`config.mk`:
```
export PLATFORM = sky130hd
export DESIGN_NAME = controller_error_logger
export DESIGN_NICKNAME = d
export VERILOG_FILES = /design/src/cel_sev_pick.v /design/src/cel_resp_word.v /design/src/controller_error_logger.v
export VERILOG_INCLUDE_DIRS = /design/src
export SDC_FILE = /design/constraint.sdc
export NUM_CORES = 1
export LEC_CHECK = 0
export ABC_CLOCK_PERIOD_IN_PS = 25900
export BUFFER_PORTS_ARGS = -buffer_cell sky130_fd_sc_hd__buf_2
export CORE_AREA = 2 2 164 166
export CTS_CLUSTER_SIZE = 14
export DETAILED_ROUTE_END_ITERATION = 8
export DIE_AREA = 0 0 166 168
export PLACE_DENSITY = 0.62
export SLEW_MARGIN = 20
export SYNTH_ARGS = -nofsm -noshare
export SYNTH_HDL_FRONTEND = slang
export SYNTH_SLANG_ARGS = --single-unit
```
`constraint.sdc`:
```
create_clock -name clock -period 25.9 [get_ports clock]
set_input_delay 1.295 -clock clock [delete_from_list [all_inputs] [get_ports clock]]
set_output_delay 1.295 -clock clock [all_outputs]
set_load 0.1 [all_outputs]
```
`src/cel_defs.vh`:
```
// Constants for the controller error logger
`ifndef CEL_DEFS_VH
`define CEL_DEFS_VH
// Number of cause bits
`define CEL_NCAUSE 16
// Severity codes
`define CEL_SEV_NONE 2'h0
`define CEL_SEV_ADV 2'h1
`define CEL_SEV_SOFT 2'h2
`define CEL_SEV_HARD 2'h3
// Information register layout
`define CEL_INFO_W 12
`define CEL_INFO_SEV_LO 0
`define CEL_INFO_NUM_LO 2
`define CEL_INFO_M 7
`define CEL_INFO_O 8
`define CEL_INFO_S 9
`define CEL_INFO_G 10
`define CEL_INFO_RSV 11
// Error source codes
`define CEL_SRC_XB0_IN 4'h0
`define CEL_SRC_XB1_IN 4'h1
`define CEL_SRC_XB0_OUT 4'h2
`define CEL_SRC_XB1_OUT 4'h3
`define CEL_SRC_BUS_IN 4'h4
`define CEL_SRC_REGS 4'h5
`define CEL_SRC_HARD 4'h9
// Response word fields, bit numbers counted from lsb
`define CEL_RW_R0 30
`define CEL_RW_TYPE_LO 24
`define CEL_RW_TAG_LO 18
`define CEL_RW_CHIP_LO 15
`define CEL_RW_BOARD_LO 12
`define CEL_RW_CODE_LO 7
`define CEL_RW_NODE_LO 0
`define CEL_LOG_EN_LO 44
`define CEL_LOG_SRC_LO 32
`endif

```
`src/cel_sev_pick.v`:
```
// Priority picker: highest severity cause and its number
`timescale 1ns/1ns
`include "cel_defs.vh"
module cel_sev_pick (
  // Cause events and configuration
  input wire [15:0] hit,
  input wire [31:0] cfg,
  // Result
  output reg [1:0] sev,
  output reg [4:0] num
);
  integer i;
  always @* begin
    sev = `CEL_SEV_NONE;
    num = 5'h00;
    for (i = 0; i < `CEL_NCAUSE; i = i + 1) begin
      // Lowest numbered cause wins among equals
      if (hit[i] && cfg[2*i +: 2] > sev) begin
        sev = cfg[2*i +: 2];
        num = i[4:0];
      end
    end
  end
endmodule // cel_sev_pick

```
`src/cel_resp_word.v`:
```
// Builds the 64-bit error response information word
`timescale 1ns/1ns
`include "cel_defs.vh"
module cel_resp_word (
  // Clock and reset
  input wire clock,
  input wire reset,
  // Field sources
  input wire [3:0] src,
  input wire reply_type_zero,
  input wire [5:0] xbar_type,
  input wire [5:0] txn_tag,
  input wire [2:0] chip_type,
  input wire [2:0] chip_inst,
  input wire [4:0] err_code,
  input wire [6:0] node_num,
  input wire [31:0] internal_info,
  input wire [3:0] cpu_enables,
  input wire hard_directed,
  // Word out, bit 63 is field bit 0
  output reg [63:0] word
);
  reg [31:0] info;
  always @* begin
    info = 32'h00000000;
    if (src == `CEL_SRC_XB0_IN || src == `CEL_SRC_XB1_IN) begin
      info[`CEL_RW_R0] = reply_type_zero;
      info[`CEL_RW_TYPE_LO +: 6] = xbar_type;
      info[`CEL_RW_TAG_LO +: 6] = txn_tag;
      info[`CEL_RW_CHIP_LO +: 3] = chip_type;
      info[`CEL_RW_BOARD_LO +: 3] = chip_inst;
      info[`CEL_RW_CODE_LO +: 5] = err_code;
      info[`CEL_RW_NODE_LO +: 7] = node_num;
    end else begin
      info = internal_info;
    end
  end
  always @(posedge clock or posedge reset) begin
    if (reset) begin
      word <= 64'h0000000000000000;
    end else if (hard_directed) begin
      word <= 64'h0000000000000000;
      word[`CEL_LOG_EN_LO +: 4] <= cpu_enables;
      word[`CEL_LOG_SRC_LO +: 4] <= `CEL_SRC_HARD;
    end else begin
      word <= {32'h00000000, src, 28'h0000000} | {32'h00000000, info};
      word[63:32] <= 32'h00000000;
      word[`CEL_LOG_SRC_LO +: 4] <= src;
      word[31:0] <= info;
    end
  end
endmodule // cel_resp_word

```
`src/controller_error_logger.v`:
```
// Per-controller error logger
// Function
// - Bit 33 flags type-zero reply
// - Bits 34-39 type, 40-45 tag
// - Bits 46-48 chip, 49-51 instance
// - Bits 52-56 code, 57-63 node
// - Internal sources carry own 32-bit info
// - Hard log keeps only first hard error
// - Hard error directs check to enabled processors
// - One sticky cause bit per circumstance
// - Hard error masks all other logging
// - Cause, info and address log survive reset after hard error; hard log is cleared
// - Address updates only with information
// - Severity none<advisory<soft<hard
// - Error number kept for advisory, soft
// - Lower or equal severity sets multiple
// - Higher severity overwrites, sets overwritten
// - Peer hard input during log sets simultaneous
// - Two config bits per cause
// - Disabled cause ignored where completion possible
// - Freeze option holds hard error registers
// - Registers load/store and scan accessible
// - Hard error freezes cause, info, address and hard log except the peer flag; response word still loads
`timescale 1ns/1ns
`include "cel_defs.vh"
module controller_error_logger (
  // Clock and reset
  input wire clock,
  input wire reset,
  // Error detection
  input wire [15:0] err_event,
  input wire [39:0] err_addr,
  input wire [15:0] cause_fatal,
  // Shared hard-error signal
  input wire peer_hard_in,
  output wire hard_out,
  // Configuration
  input wire [31:0] err_cfg,
  input wire stop_on_hard,
  input wire [3:0] cpu_enables,
  // Software and scan access
  input wire cause_wr,
  input wire [15:0] cause_wdata,
  input wire info_wr,
  input wire [11:0] info_wdata,
  input wire addr_wr,
  input wire [39:0] addr_wdata,
  input wire scan_wr,
  // Response word sources
  input wire [3:0] resp_src,
  input wire reply_type_zero,
  input wire [5:0] xbar_type,
  input wire [5:0] txn_tag,
  input wire [2:0] chip_type,
  input wire [2:0] chip_inst,
  input wire [4:0] err_code,
  input wire [6:0] node_num,
  input wire [31:0] internal_info,
  // State out
  output reg [15:0] err_cause,
  output reg [11:0] err_info,
  output reg [39:0] err_addr_log,
  output reg [15:0] hard_first,
  output reg scan_hold,
  output wire [15:0] cause_ignore,
  output wire [63:0] resp_word,
  output reg high_priority_check
);
  // ==========================================================
  // Classification
  wire [15:0] hit;
  wire [15:0] hard_hit;
  wire [1:0] new_sev;
  wire [4:0] new_num;
  wire [1:0] cur_sev;
  wire peer_flag;
  wire own_hard;
  wire masked;
  wire frozen;
  wire do_log;
  wire upd_info;
  genvar g;
  generate
    for (g = 0; g < 16; g = g + 1) begin : cls
      // Disabled non-fatal causes are dropped entirely
      assign cause_ignore[g] = (err_cfg[2*g +: 2] == 2'h0)
        && !cause_fatal[g];
      assign hit[g] = err_event[g] && !cause_ignore[g];
      assign hard_hit[g] = hit[g] && (err_cfg[2*g +: 2] == 2'h3);
    end
  endgenerate
  cel_sev_pick u_pick (
    .hit(hit & {16{~cause_ignore[0] | 1'b1}}),
    .cfg(err_cfg),
    .sev(new_sev),
    .num(new_num)
  );
  assign cur_sev = err_info[`CEL_INFO_SEV_LO +: 2];
  assign peer_flag = err_info[`CEL_INFO_G];
  assign own_hard = (cur_sev == `CEL_SEV_HARD);
  // Masked once any hard error is held, own or peer
  assign masked = peer_flag || own_hard;
  assign frozen = stop_on_hard && own_hard;
  assign do_log = |hit && !masked && !frozen;
  assign upd_info = do_log && (new_sev > cur_sev);
  assign hard_out = own_hard || (do_log && new_sev == `CEL_SEV_HARD);
  // ==========================================================
  // Reset preservation
  // Cause, info and address state is kept through reset while a hard error or the peer
  // flag is held; masked comes from the preserved register itself, so an
  // async-cleared copy would wrongly let reset wipe the log.
  // ==========================================================
  // Cause register
  always @(posedge clock) begin
    if (reset && !masked) begin
      err_cause <= 16'h0000;
    end else if (!reset) begin
      if (cause_wr || scan_wr) begin
        // Set wins over clear for concurrent events
        err_cause <= cause_wdata | (do_log ? hit : 16'h0000);
      end else if (do_log) begin
        err_cause <= err_cause | hit;
      end
    end
  end
  // ==========================================================
  // Information and address registers
  always @(posedge clock) begin
    if (reset && !masked) begin
      err_info <= 12'h000;
      err_addr_log <= 40'h0000000000;
    end else if (!reset) begin
      if (info_wr || scan_wr) begin
        err_info <= info_wdata;
        if (peer_hard_in) begin
          err_info[`CEL_INFO_G] <= 1'b1;
        end
      end else begin
        if (peer_hard_in) begin
          err_info[`CEL_INFO_G] <= 1'b1;
        end
        if (upd_info) begin
          err_info[`CEL_INFO_SEV_LO +: 2] <= new_sev;
          err_info[`CEL_INFO_NUM_LO +: 5] <= new_num;
          if (cur_sev != `CEL_SEV_NONE) begin
            err_info[`CEL_INFO_O] <= 1'b1;
          end
        end else if (do_log) begin
          err_info[`CEL_INFO_M] <= 1'b1;
        end
        if (do_log && peer_hard_in) begin
          err_info[`CEL_INFO_S] <= 1'b1;
        end
      end
      if (addr_wr || scan_wr) begin
        err_addr_log <= addr_wdata;
      end else if (upd_info) begin
        err_addr_log <= err_addr;
      end
    end
  end
  // ==========================================================
  // First hard error capture and directed check
  always @(posedge clock or posedge reset) begin
    if (reset) begin
      hard_first <= 16'h0000;
      scan_hold <= 1'b0;
      high_priority_check <= 1'b0;
    end else begin
      // Later hard errors are ignored once one is held
      if (hard_first == 16'h0000 && do_log && (|hard_hit)) begin
        hard_first <= hard_hit;
      end
      scan_hold <= frozen || (stop_on_hard && do_log && (|hard_hit));
      high_priority_check <= do_log && (|hard_hit) && (|cpu_enables);
    end
  end
  cel_resp_word u_word (
    .clock(clock),
    .reset(reset),
    .src(resp_src),
    .reply_type_zero(reply_type_zero),
    .xbar_type(xbar_type),
    .txn_tag(txn_tag),
    .chip_type(chip_type),
    .chip_inst(chip_inst),
    .err_code(err_code),
    .node_num(node_num),
    .internal_info(internal_info),
    .cpu_enables(cpu_enables),
    .hard_directed(do_log && (|hard_hit)),
    .word(resp_word)
  );
endmodule // controller_error_logger

```
# Yosys cells after proc, flatten, opt, wreduce, memory -nomap -nowiden

Index checks and enable logic that the tools add are counted.
W data, S select, Z words.

Bits in registers: 134
Output and inout port bits: 167
Logic and storage cells: 255

$lt $le $gt $ge: 17
Equality and inequality tests: 20
Multiplexer cells: 48
Bitwise logic cells: 3
Reduce and logical (&&, ||, !) cells: 155

Operators by type and width:

| operator             | count |
|---|---|
| $mux W40             | 2 |
| $logic_and A1 B1 Y1  | 77 |
| $mux W16             | 3 |
| $mux W48             | 1 |
| $eq A2 B2 Y1 const B | 18 |
| $mux W2              | 18 |
| $logic_not A1 Y1     | 34 |
| $gt A2 B2 Y1         | 16 |
| $logic_not A2 Y1     | 16 |
| $mux W4              | 8 |
| $or A16 B16 Y16      | 2 |
| $reduce_or A16 Y1    | 2 |
| $mux W31             | 1 |
| $logic_not A16 Y1    | 1 |
| $reduce_bool A2 Y1   | 8 |
| $mux W3              | 4 |
| $reduce_and A2 Y1    | 6 |
| $mux W11             | 1 |
| $mux W1              | 9 |
| $logic_or A1 B1 Y1   | 7 |
| $mux W7              | 1 |
| $reduce_and A3 Y1    | 2 |
| $eq A4 B1 Y1 const B | 1 |
| $logic_not A4 Y1     | 1 |
| other kinds (4)      | 4 |

# Depth between registers and ports, before layout

Gate-level depths: netlist (run 1).

Word-level depth: 55
Gate-level depth with buffers: 99
Mapped depth without buffers: 98

# Cells and area by module

A second synthesis (run 1) with hierarchy kept.

Cell total of the unflattened synthesis: 829
Area total of the unflattened synthesis: 7852.5 um^2

Modules (own cells, without submodules):

| module                  | instances | cells each | area each (um^2) | seq. area each (um^2) |
|---|---|---|---|---|
| controller_error_logger | 1         | 444        | 4403.0           | 1811.7 |
| cel_resp_word           | 1         | 193        | 2089.5           | 1001.0 |
| cel_sev_pick            | 1         | 192        | 1360.1           | 0.0 |

# Worst setup path before layout (run 1)

No wires, ideal clock.

Path kind: in2out
From: input err_event[0]
To: output hard_out
Data arrival time: 19.140 ns
Slack: 5.465 ns
Stages on the path: 88
Buffers on the path: 0
Path through: nand2_1 -> ha_1 -> nor2b_4 -> o211a_4 -> mux2_4 -> ha_1 -> nor3b_2 -> o221ai_2 -> or3_4 -> and2_1 -> ha_1 -> nor2_1 -> o21ai_0 -> nand2b_1 -> a41oi_1 -> a31oi_4 -> inv_1 -> ha_1 -> [52 not listed] -> ha_1 -> nor2_1 -> maj3_1 -> and2_1 -> nor2_1 -> nand2_1 -> nand2_1 -> ha_1 -> nor2_1 -> o211ai_1 -> a21o_1 -> nor2_1 -> a31oi_1 -> ha_1 -> a211oi_2 -> mux2_2 -> nand2_1 -> o21ai_2

Cells in the longest elaborated chain, start to end: 51
Elaborated cells between the ends (all ways): 54
Those cells by class: order compare (15); eq/ne (1); mux (16); reduce/logical (22)

RTL lines:

| what                                   | RTL line                      | source |
|---|---|---|
| start: declaration                     | controller_error_logger.v:31  | `input wire [15:0] err_event,` |
| $logic_and A1 B1 Y1 *                  | controller_error_logger.v:88  | `assign hit[g] = err_event[g] && !cause_ignore[g];` |
| $logic_and A1 B1 Y1                    | cel_sev_pick.v:18             | `if (hit[i] && cfg[2*i +: 2] > sev) begin` |
| $mux W2                                | cel_sev_pick.v:18             |  |
| $gt A2 B2 Y1                           | cel_sev_pick.v:18             |  |
| $logic_and A1 B1 Y1                    | cel_sev_pick.v:18             |  |
| $mux W2                                | cel_sev_pick.v:18             |  |
| $gt A2 B2 Y1                           | cel_sev_pick.v:18             |  |
| $logic_and A1 B1 Y1                    | cel_sev_pick.v:18             |  |
| [35 not listed]                        | --                            |  |
| $logic_and A1 B1 Y1                    | cel_sev_pick.v:18             |  |
| $mux W2                                | cel_sev_pick.v:18             |  |
| $gt A2 B2 Y1                           | cel_sev_pick.v:18             |  |
| $logic_and A1 B1 Y1                    | cel_sev_pick.v:18             |  |
| $mux W2                                | cel_sev_pick.v:18             |  |
| $eq A2 B2 Y1 (no source line)          | --                            |  |
| $logic_and A1 B1 Y1 (no source line) * | --                            |  |
| $logic_or A1 B1 Y1 *                   | controller_error_logger.v:106 | `` assign hard_out = own_hard \|\| (do_log && new_sev == `CEL_SEV_HARD); `` |
| end: declaration                       | controller_error_logger.v:36  | `output wire hard_out,` |

Every way passes the cells marked *; elsewhere a longest branch is shown, timed or not.

# Worst setup path after layout (run 1)

Same ends and word-level chain as after synthesis.

==> results.txt, run 1 <==
routed length per placed instance: 17.8 um
Worst path slowest cell: a211oi_2
number of synthesized flops with an enable pin: 0
area grow syn2layout: 38.9%
Hold WC Path Type: flop to flop
first-pass GRT wire length: 43500 um
worst-case reg-to-reg path depth: 8
main combinational cell family by area after synthesis: compound AO/OA/AOI/OAI gates
chip height: 168 um
die width: 166 um
largest area contributor in the netlist: dfrtp_1
xor and xnor area share after synthesis: 0%
GRT overflow: 0
# IOs: 418
Hold Path Sink: err_info[5]
Initial DRT Pass Iterations: 5
Cell Rows: 60
crit path max fanout: 7
Via Count: 8089
worst hold stages: 2
Synth Warn #: 0
clk sink count: 126
Slew headroom: 33.4%
Avg Vias per Cell: 5.00
Initial DRC Count: 602
Pins Over Slew Limit: 0
GRT Resource Usage Total: 19.7%
Setup Skew: 14.2 ps
hold path start: err_info[5]
final hold vios: 0
Synth Flop Type: dfxtp_1
DRC Markers: 0
WS Path Type: input pin to output pin
Synth Area in Compound Gates: 26.0%
Mapped Cells: 893
Max Fclk: 44.6 MHz
most frequent cell after synthesis: nand2_1
total die area: 27900 um^2
CTS tree: done
final WL: 28800 um
antenna viol nets, final: 0
Setup Viol. Count Final: 0
Final #Nets: 1532
Post-synth top cells: nand2_1 (150), nor2_1 (98), a21oi_1 (69), dfxtp_1 (68), o21ai_0 (68)
Post-Synth Adder-Cell Area: 3.73%
worst path arrival time: 21130 ps
Area contributors post-synth: dfrtp_1 (20%), dfxtp_1 (19%), nand2_1 (7.8%)
reg-to-reg endpoint: err_addr_log[16]
Max stage delay on crit path: 640 ps
Pwr Density: 106 nW/um^2
cts hold-fix bufs: 0
status: finished, final reports clean
Synth Area in Simple Gates: 24.0%
top cell type's share of synthesized area: 20.1%
crit end category: output pin
Initial Util: 27.4%
Syn Area/Cell: 8.07 um^2
Critical Path Source Type: input pin
PortBufs: 393
initial antenna violation count: 2
flops & latches, synth: 126
synthesized area: 7210 um^2
Tmin final: 22430 ps
vias in the first global route: 7630
Slew @ Worst Pin: 999 ps
setup TNS: 0 ps
htree depth: 4
largest net degree at the start of global routing: 81
worst r2r src: err_info[1]
Fill cells: 2737
gpl congestion: 0.849
clock latency on the worst-skew pair: 420 ps
flop-to-flop setup slack: 22650 ps
Worst Path Required: 24600 ps
VDD IR max: 0.0553 mV
fin crit share: 86.6%
ys async rst share: 46.0%
number of distinct library cells after synthesis: 72
CP dominant cell by count: ha_1
layout cell share with drive strength beyond 1: 37.2%
multiplexer share of the synthesized area: 0.937%
sequential fraction of the synthesis area: 39.0%
static leakage: 4.78 nW
clk slew on worst S/H paths: 60 ps
unrepaired setup endpoints after global routing: false
hold slack: 456 ps
cts bufs inserted: 17
core area: 26400 um^2
Max Cap Viol: 0
post-CTS setup repair buffer count: 0
clock buffer depth: 2
cells resized by post-CTS repair: 0
post-DP HPWL: 22400 um
clock root cell: clkbuf_16
registers in the layout (all words and copies together), names as in the netlist:
register	count
err_cause	16
high_priority_check	1
err_info	12
u_word.word	40
hard_first	16
scan_hold	1
err_addr_log	40
stage by stage:
step | power [W] | setup WS, ps | utilization, % | area (um^2) | cells
after global placement | 0.000814 | 4490 | 35.7 | 9400 | 1584
after floorplan | 0.000712 | 5470 | - | 7290 | 916
after global routing | 0.00111 | 2200 | 38.0 | 10000 | 1617
after detailed placement | 0.000820 | 3590 | 35.7 | 9400 | 1584
final | 0.00107 | 3470 | 38.0 | 10000 | 1618
after CTS | 0.00107 | 3690 | 38.0 | 10000 | 1616
final cells by class:
cell class,instances,area (um^2),share of cell area (%)
multi-input cells,695,4070,40.6
flip-flops and latches,126,2810,28.1
repair buffers,399,2010,20.1
clock buffers,19,454,4.54
well taps,341,427,4.26
clock inverters,13,149,1.49
inverters,23,86.3,0.862
diodes,2,5.00,0.0500
worst max-delay path by stage:
| stage | start | end |
|---|---|---|
| detailed placement | err_event[0] | err_addr_log[16] |
| global placement | err_event[0] | err_addr_log[0] |
| floorplan | err_event[0] | hard_out |
| global route | err_event[0] | hard_out |
| CTS | err_event[0] | hard_out |
| finish | err_event[0] | hard_out |
report_power, final:
part           leakage, nW  switching, W  internal [W]
Sequential            1.30     0.0000253      0.000236
Combinational         3.18      0.000445      0.000111
Clock                0.297     0.0000991      0.000150
Total                 4.78      0.000570      0.000496
cell families after synthesis:
| family | count (synthesis) |
|---|---|
| multiplexers | 5 |
| buffers and inverters | 95 |
| AO/OA/AOI/OAI | 266 |
| flip-flops | 126 |
| AND/OR/NAND/NOR | 378 |
| adder cells (fa/ha/maj) | 22 |
| other | 1 |
routing by layer:
| layer | GRT usage, % | wire (um) | vias to the layer above |
|---|---|---|---|
| met4 | 5.37 | 459 | 0 |
| met5 | 0 | 0 | - |
| met1 | 24.7 | 12100 | 3837 |
| met2 | 33.5 | 14100 | 317 |
| li1 | - | - | 3909 |
| met3 | 5.43 | 2110 | 26 |
cells in the final DEF, fill, tap and decap left out, types with 26 or more instances in the layout:
cell type	netlist	routed
buf_2	0	393
nand2_1	150	150
nor2_1	98	96
o21ai_0	68	68
dfxtp_1	68	68
a21oi_1	69	67
dfrtp_1	58	58
a311oi_1	43	43
nand2b_1	29	29
nor3_1	27	26
critical path: cells and delay by family:
family                   cells  cell delay [ps]
AO/OA/AOI/OAI               29             6440
adder cells (fa/ha/maj)     18             5200
buffers and inverters        3              640
AND/OR/NAND/NOR             35             5770
multiplexers                 5             1740
(Power assumes the default switching activity.)
==> inputs of run 2 (changes only) <==
CORE_AREA = 2 2 161 163   (was 2 2 164 166)
DIE_AREA = 0 0 163 165   (was 0 0 166 168)
PLACE_DENSITY = 0.64   (was 0.62)
==> results.txt, run 2 (synthesis results as in run 1) <==
setup TNS: 0 ps (unchanged)
routed length per placed instance: 18.0 um (+1.5%)
status: finished, final reports clean
Avg Vias per Cell: 5.03 (+0.52%)
# IOs: 418 (unchanged)
die width: 163 um (-1.8%)
crit end category: output pin
largest net degree at the start of global routing: 81 (unchanged)
CTS tree: done
Critical Path Source Type: input pin
final WL: 29100 um (+1.0%)
unrepaired setup endpoints after global routing: false
dpl cells: 1577 (-0.44%)
area grow syn2layout: 38.9% (about the same)
hold slack: 469 ps (+12.6 ps)
final hold vios: 0 (unchanged)
fin crit share: 86.5% (-0.095 points)
DRC Markers: 0 (unchanged)
Max stage delay on crit path: 650 ps (about the same)
critical path's top delay family: compound AO/OA/AOI/OAI gates
post-CTS setup repair buffer count: 0 (unchanged)
WS Path Type: input pin to output pin
pre-CTS setup slack: 3450 ps (-139 ps)
clock latency on the worst-skew pair: 430 ps (about the same)
Pwr Density: 107 nW/um^2 (+0.10%)
Via Count: 8091 (+0.025%)
Initial DRC Count: 479 (-20%)
Pins Over Slew Limit: 0 (unchanged)
setup ws final: 3500 ps (+24.6 ps)
antenna viol nets, final: 0 (unchanged)
vias in the first global route: 7765 (+1.8%)
Tmin final: 22400 ps (-24.6 ps)
CP dominant cell by count: ha_1
biggest regs: err_addr_log (40), u_word.word (40)
worst path arrival time: 21110 ps (-20 ps)
most common cell after layout, fill and taps aside: buf_2
fin cells: 1610 (-0.49%)
cts bufs inserted: 17 (unchanged)
Setup Skew: 13.8 ps (-0.439 ps)
first-pass GRT wire length: 42600 um (-2.0%)
cts hold-fix bufs: 0 (unchanged)
Cell Rows: 58 (-3.3%)
htree depth: 4 (unchanged)
Power Total: 0.00107 W (about the same)
Slew headroom: 48.2% (+15 points)
total die area: 26900 um^2 (-3.6%)
clock buffer depth: 2 (unchanged)
Max Fclk: 44.6 MHz (+0.11%)
GRT Resource Usage Total: 20.6% (+0.85 points)
Initial Util: 28.8% (+1.4 points)
gpl congestion: 0.924 (+8.7%)
Setup Viol. Count Final: 0 (unchanged)
Slew @ Worst Pin: 777 ps (-222 ps)
static leakage: 4.79 nW (+0.29%)
WP buf/inv: 3 (unchanged)
commonest cells after routing, fill and taps aside: buf_2 (393), nand2_1 (150), nor2_1 (96)
Worst Path Required: 24600 ps (about the same)
Max Cap Viol: 0 (unchanged)
core area: 25000 um^2 (-5.0%)
Hold WC Path Type: flop to flop
initial antenna violation count: 2 (unchanged)
crit path max fanout: 7 (unchanged)
clk slew on worst S/H paths: 60 ps (about the same)
PortBufs: 393 (unchanged)
clk sink count: 126 (unchanged)
cells resized by post-CTS repair: 0 (unchanged)
Final #Nets: 1536 (+0.26%)
Worst path slowest cell: a211oi_2
Initial DRT Pass Iterations: 5 (unchanged)
GRT overflow: 0 (unchanged)
VDD IR max: 0.0629 mV (+14%)
clock root cell: clkbuf_16
layout cell share with drive strength beyond 1: 37.2% (+0.040 points)
chip height: 165 um (-1.8%)
post-DP HPWL: 22700 um (+1.4%)
run 2: cell count changes in the layout (fill, tap and decap cells not counted):
cell and change:
and2_1 +1, and2_2 -1, clkinv_2 -1, inv_6 -2, a21oi_1 +1, clkinv_4 +1
clkbuf_16 -1, diode_2 -1, buf_4 +4, inv_4 +2, clkbuf_8 +1, a21oi_2 -1
run 2: final cells by class:
class | instances | area, um^2
diodes | 1 | 2.50
clock buffers | 19 | 443
clock inverters | 13 | 148
fillers | 2608 | 15000
inverters | 23 | 86.3
multi-input cells | 695 | 4060
flip-flops and latches | 126 | 2810
well taps | 330 | 413
repair buffers | 403 | 2040
run 2: final timing paths:
kind / start / end / slack (ps) / cells past startpoint
min: err_info[4] / err_info[4] / 470 / 2
min in group asynchronous: reset / scan_hold / 1120 / 2
min reg2reg: err_info[4] / err_info[4] / 470 / 2
max: err_event[0] / hard_out / 3500 / 90
max reg2reg: err_info[1] / err_addr_log[1] / 23200 / 10
max in group asynchronous: reset / u_word.word[26] / 23740 / 3
run 2: tightest hold or removal path: stages (launching register included):
cell and delay, ps:
dfxtp_1 310, nand2_1 50, a21oi_1 60
run 2: routing by layer:
metal	wire length (um)	share of wire, %	vias up	GRT usage [%]
met5	10	0.034	-	0
met4	610	2.1	2	6.23
met3	1760	6.0	42	5.00
met2	14300	49	323	35.1
met1	12400	43	3813	25.7
li1	-	-	3911	-
run 2: report_power, final:
| part | internal [W] | switching [W] | total [W] | leakage [nW] |
|---|---|---|---|---|
| Combinational | 0.000111 | 0.000448 | 0.000559 | 3.20 |
| Sequential | 0.000236 | 0.0000242 | 0.000260 | 1.30 |
| Clock | 0.000147 | 0.000101 | 0.000248 | 0.292 |
run 2: metrics by stage:
| step | utilization (%) | instance area, um^2 |
|---|---|---|
| 4_1_cts | 40.0 | 10000 |
| 2_1_floorplan | - | 7290 |
| 3_3_place_gp | 37.6 | 9420 |
| 3_5_place_dp | 37.6 | 9420 |
| 6_report | 40.0 | 10000 |
| 5_1_grt | 40.0 | 10000 |
==> inputs of run 3 (changes only) <==
--- a/config.mk
+++ b/config.mk
@@ -13,5 +13,4 @@
 export DETAILED_ROUTE_END_ITERATION = 8
 export DIE_AREA = 0 0 163 165
-export PLACE_DENSITY = 0.64
 export SLEW_MARGIN = 20
 export SYNTH_ARGS = -nofsm -noshare
==> constraint.sdc (replaced) <==
create_clock -name clock -period 25.9 [get_ports clock]
set_input_delay 3.885 -clock clock [delete_from_list [all_inputs] [get_ports clock]]
set_output_delay 3.885 -clock clock [all_outputs]
set_load 0.1 [all_outputs]
==> results.txt, run 3 (synthesis results as in run 1) <==
status: finished, final reports clean
Power Total: 0.00112 W (+4.9%)
clock power share: 23.8% (+0.6 points)
Final #Nets: 1555 (+1.2%)
cts hold-fix bufs: 0 (unchanged)
hold slack: 465 ps (-4.12 ps)
area grow syn2layout: 45.8%
clk sink count: 126 (unchanged)
GRT overflow: 0 (unchanged)
Tmin final: 25150 ps (+2740 ps)
Comb pwr share: 52.8% (+0.4 points)
Initial DRC Count: 477 (-0.42%)
Worst Path Required: 22010 ps (-2590 ps)
sw frac: 52.0% (-1.7 points)
GRT Resource Usage Total: 20.6% (about the same)
setup TNS: 0 ps (unchanged)
crit path max fanout: 6 (-1)
routed length per placed instance: 18.1 um (+0.50%)
worst r2r src: err_info[0]
CP dominant cell by count: ha_1
CTS tree: done
post-DP HPWL: 22600 um (-0.51%)
design area: 10500 um^2 (+5.0%)
worst path arrival time: 21260 ps (+150 ps)
Worst path slowest cell: or3_4
total die area: 26900 um^2 (unchanged)
static leakage: 4.96 nW (+3.4%)
Hold WC Path Type: flop to flop
Slew @ Worst Pin: 1050 ps (+273 ps)
gpl congestion: 0.876 (-5.2%)
Avg Vias per Cell: 5.02 (-0.14%)
WS Path Type: input pin to output pin
Critical Path Source Type: input pin
DP Area: 9450 um^2 (+0.32%)
Via Count: 8180 (+1.1%)
fin crit share: 97.1% (+11 points)
dpl cells: 1579 (+0.13%)
Fill cells: 2556 (-2.0%)
final hold vios: 0 (unchanged)
Setup Skew: 12.3 ps (-1.49 ps)
crit end category: output pin
core area: 25000 um^2 (unchanged)
Setup Viol. Count Final: 0 (unchanged)
most common cell after layout, fill and taps aside: buf_2
htree depth: 4 (unchanged)
DRC Markers: 0 (unchanged)
biggest regs: err_addr_log (40), u_word.word (40)
VDD IR max: 0.0488 mV (-22%)
Register Area: 2810 um^2 (unchanged)
crit path from: err_event[0]
largest net degree at the start of global routing: 75 (-7.4%)
Int Power: 0.000537 W (+8.9%)
final WL: 29600 um (+1.7%)
Initial Util: 28.8% (unchanged)
initial antenna violation count: 7 (+5)
vias in the first global route: 7591 (-2.2%)
die width: 163 um (unchanged)
clock root cell: clkbuf_16
Max Fclk: 39.8 MHz (-11%)
commonest cells after routing, fill and taps aside: buf_2 (392), nand2_1 (146), nor2_1 (89)
hold path start: err_info[4]
Cell Rows: 58 (unchanged)
Pins Over Slew Limit: 0 (unchanged)
Max Cap Viol: 0 (unchanged)
first-pass GRT wire length: 42600 um (-0.16%)
# IOs: 418 (unchanged)
Max stage delay on crit path: 430 ps (-220 ps)
clock latency on the worst-skew pair: 420 ps (about the same)
clk slew on worst S/H paths: 60 ps (about the same)
Initial DRT Pass Iterations: 5 (unchanged)
antenna viol nets, final: 0 (unchanged)
cts bufs inserted: 17 (unchanged)
Slew headroom: 30.0% (-18 points)
NetSw: 0.000582 W (+1.6%)
layout cell share with drive strength beyond 1: 41.1% (+3.9 points)
Reg power frac: 23.3% (-1.1 points)
clock buffer depth: 2 (unchanged)
area occupied by multi-input gates: 4340 um^2 (+6.9%)
Pwr Density: 106 nW/um^2 (about the same)
chip height: 165 um (unchanged)
fin cells: 1630 (+1.2%)
PortBufs: 393 (unchanged)
run 3: area by class of cell:
class                      count  share of cell area (%)
sequential                   126                    26.8
multi-input combinational    695                    41.3
antenna                        2                  0.0476
tap                          330                    3.93
clock inverter                10                    1.39
timing repair buffer         422                    20.9
inverter                      23                   0.821
clock buffer                  22                    4.83
run 3: worst paths after layout:
| path | depth (start not counted) | endpoint | slack, ps |
|---|---|---|---|
| max | 93 | hard_out | 750 |
| max reg2reg | 9 | err_addr_log[7] | 22480 |
| min in group asynchronous | 3 | hard_first[9] | 3940 |
| min | 2 | err_info[4] | 460 |
| max in group asynchronous | 3 | high_priority_check | 21340 |
| min reg2reg | 2 | err_info[4] | 460 |
run 3: power groups by stage:
stage	Sequential (W)	Clock [W]	Combinational, W
after detailed placement	0.000264	0	0.000562
final	0.000261	0.000267	0.000591
after global routing	0.000266	0.000284	0.000618
after global placement	0.000264	0	0.000558
after CTS	0.000261	0.000275	0.000564
after floorplan	0.000552	0	0.000160
run 3: layer usage:
metal	global-route usage, %	up-vias	part of all wire [%]	routed length [um]
met2	35.1	337	50	14700
met4	5.75	10	1.8	534
li1	-	3952	-	-
met1	24.8	3835	40	11700
met3	6.78	46	8.5	2520
met5	0	-	0.23	69
run 3: stage by stage:
stage	setup WS [ps]	utilization (%)
floorplan	285	-
global placement	331	37.7
detailed placement	-205	37.7
CTS	40.6	40.5
global route	-185	42.0
finish	752	42.0
run 3: timing repair:
item                       in CTS  in global routing
resized for setup               6                 48
setup endpoints to repair       1                  1
pin swaps                       0                 32
setup buffers                   0                 17
cloned                          0                  0
hold endpoints to repair        0                  0
run 3: worst max-delay path, delay by kind of cell:
kind | cells | cell delay [ps]
mux | 4 | 1290
fa+ha+maj | 18 | 4830
buf+inv | 5 | 620
simple gates | 35 | 5450
compound gates | 31 | 5140
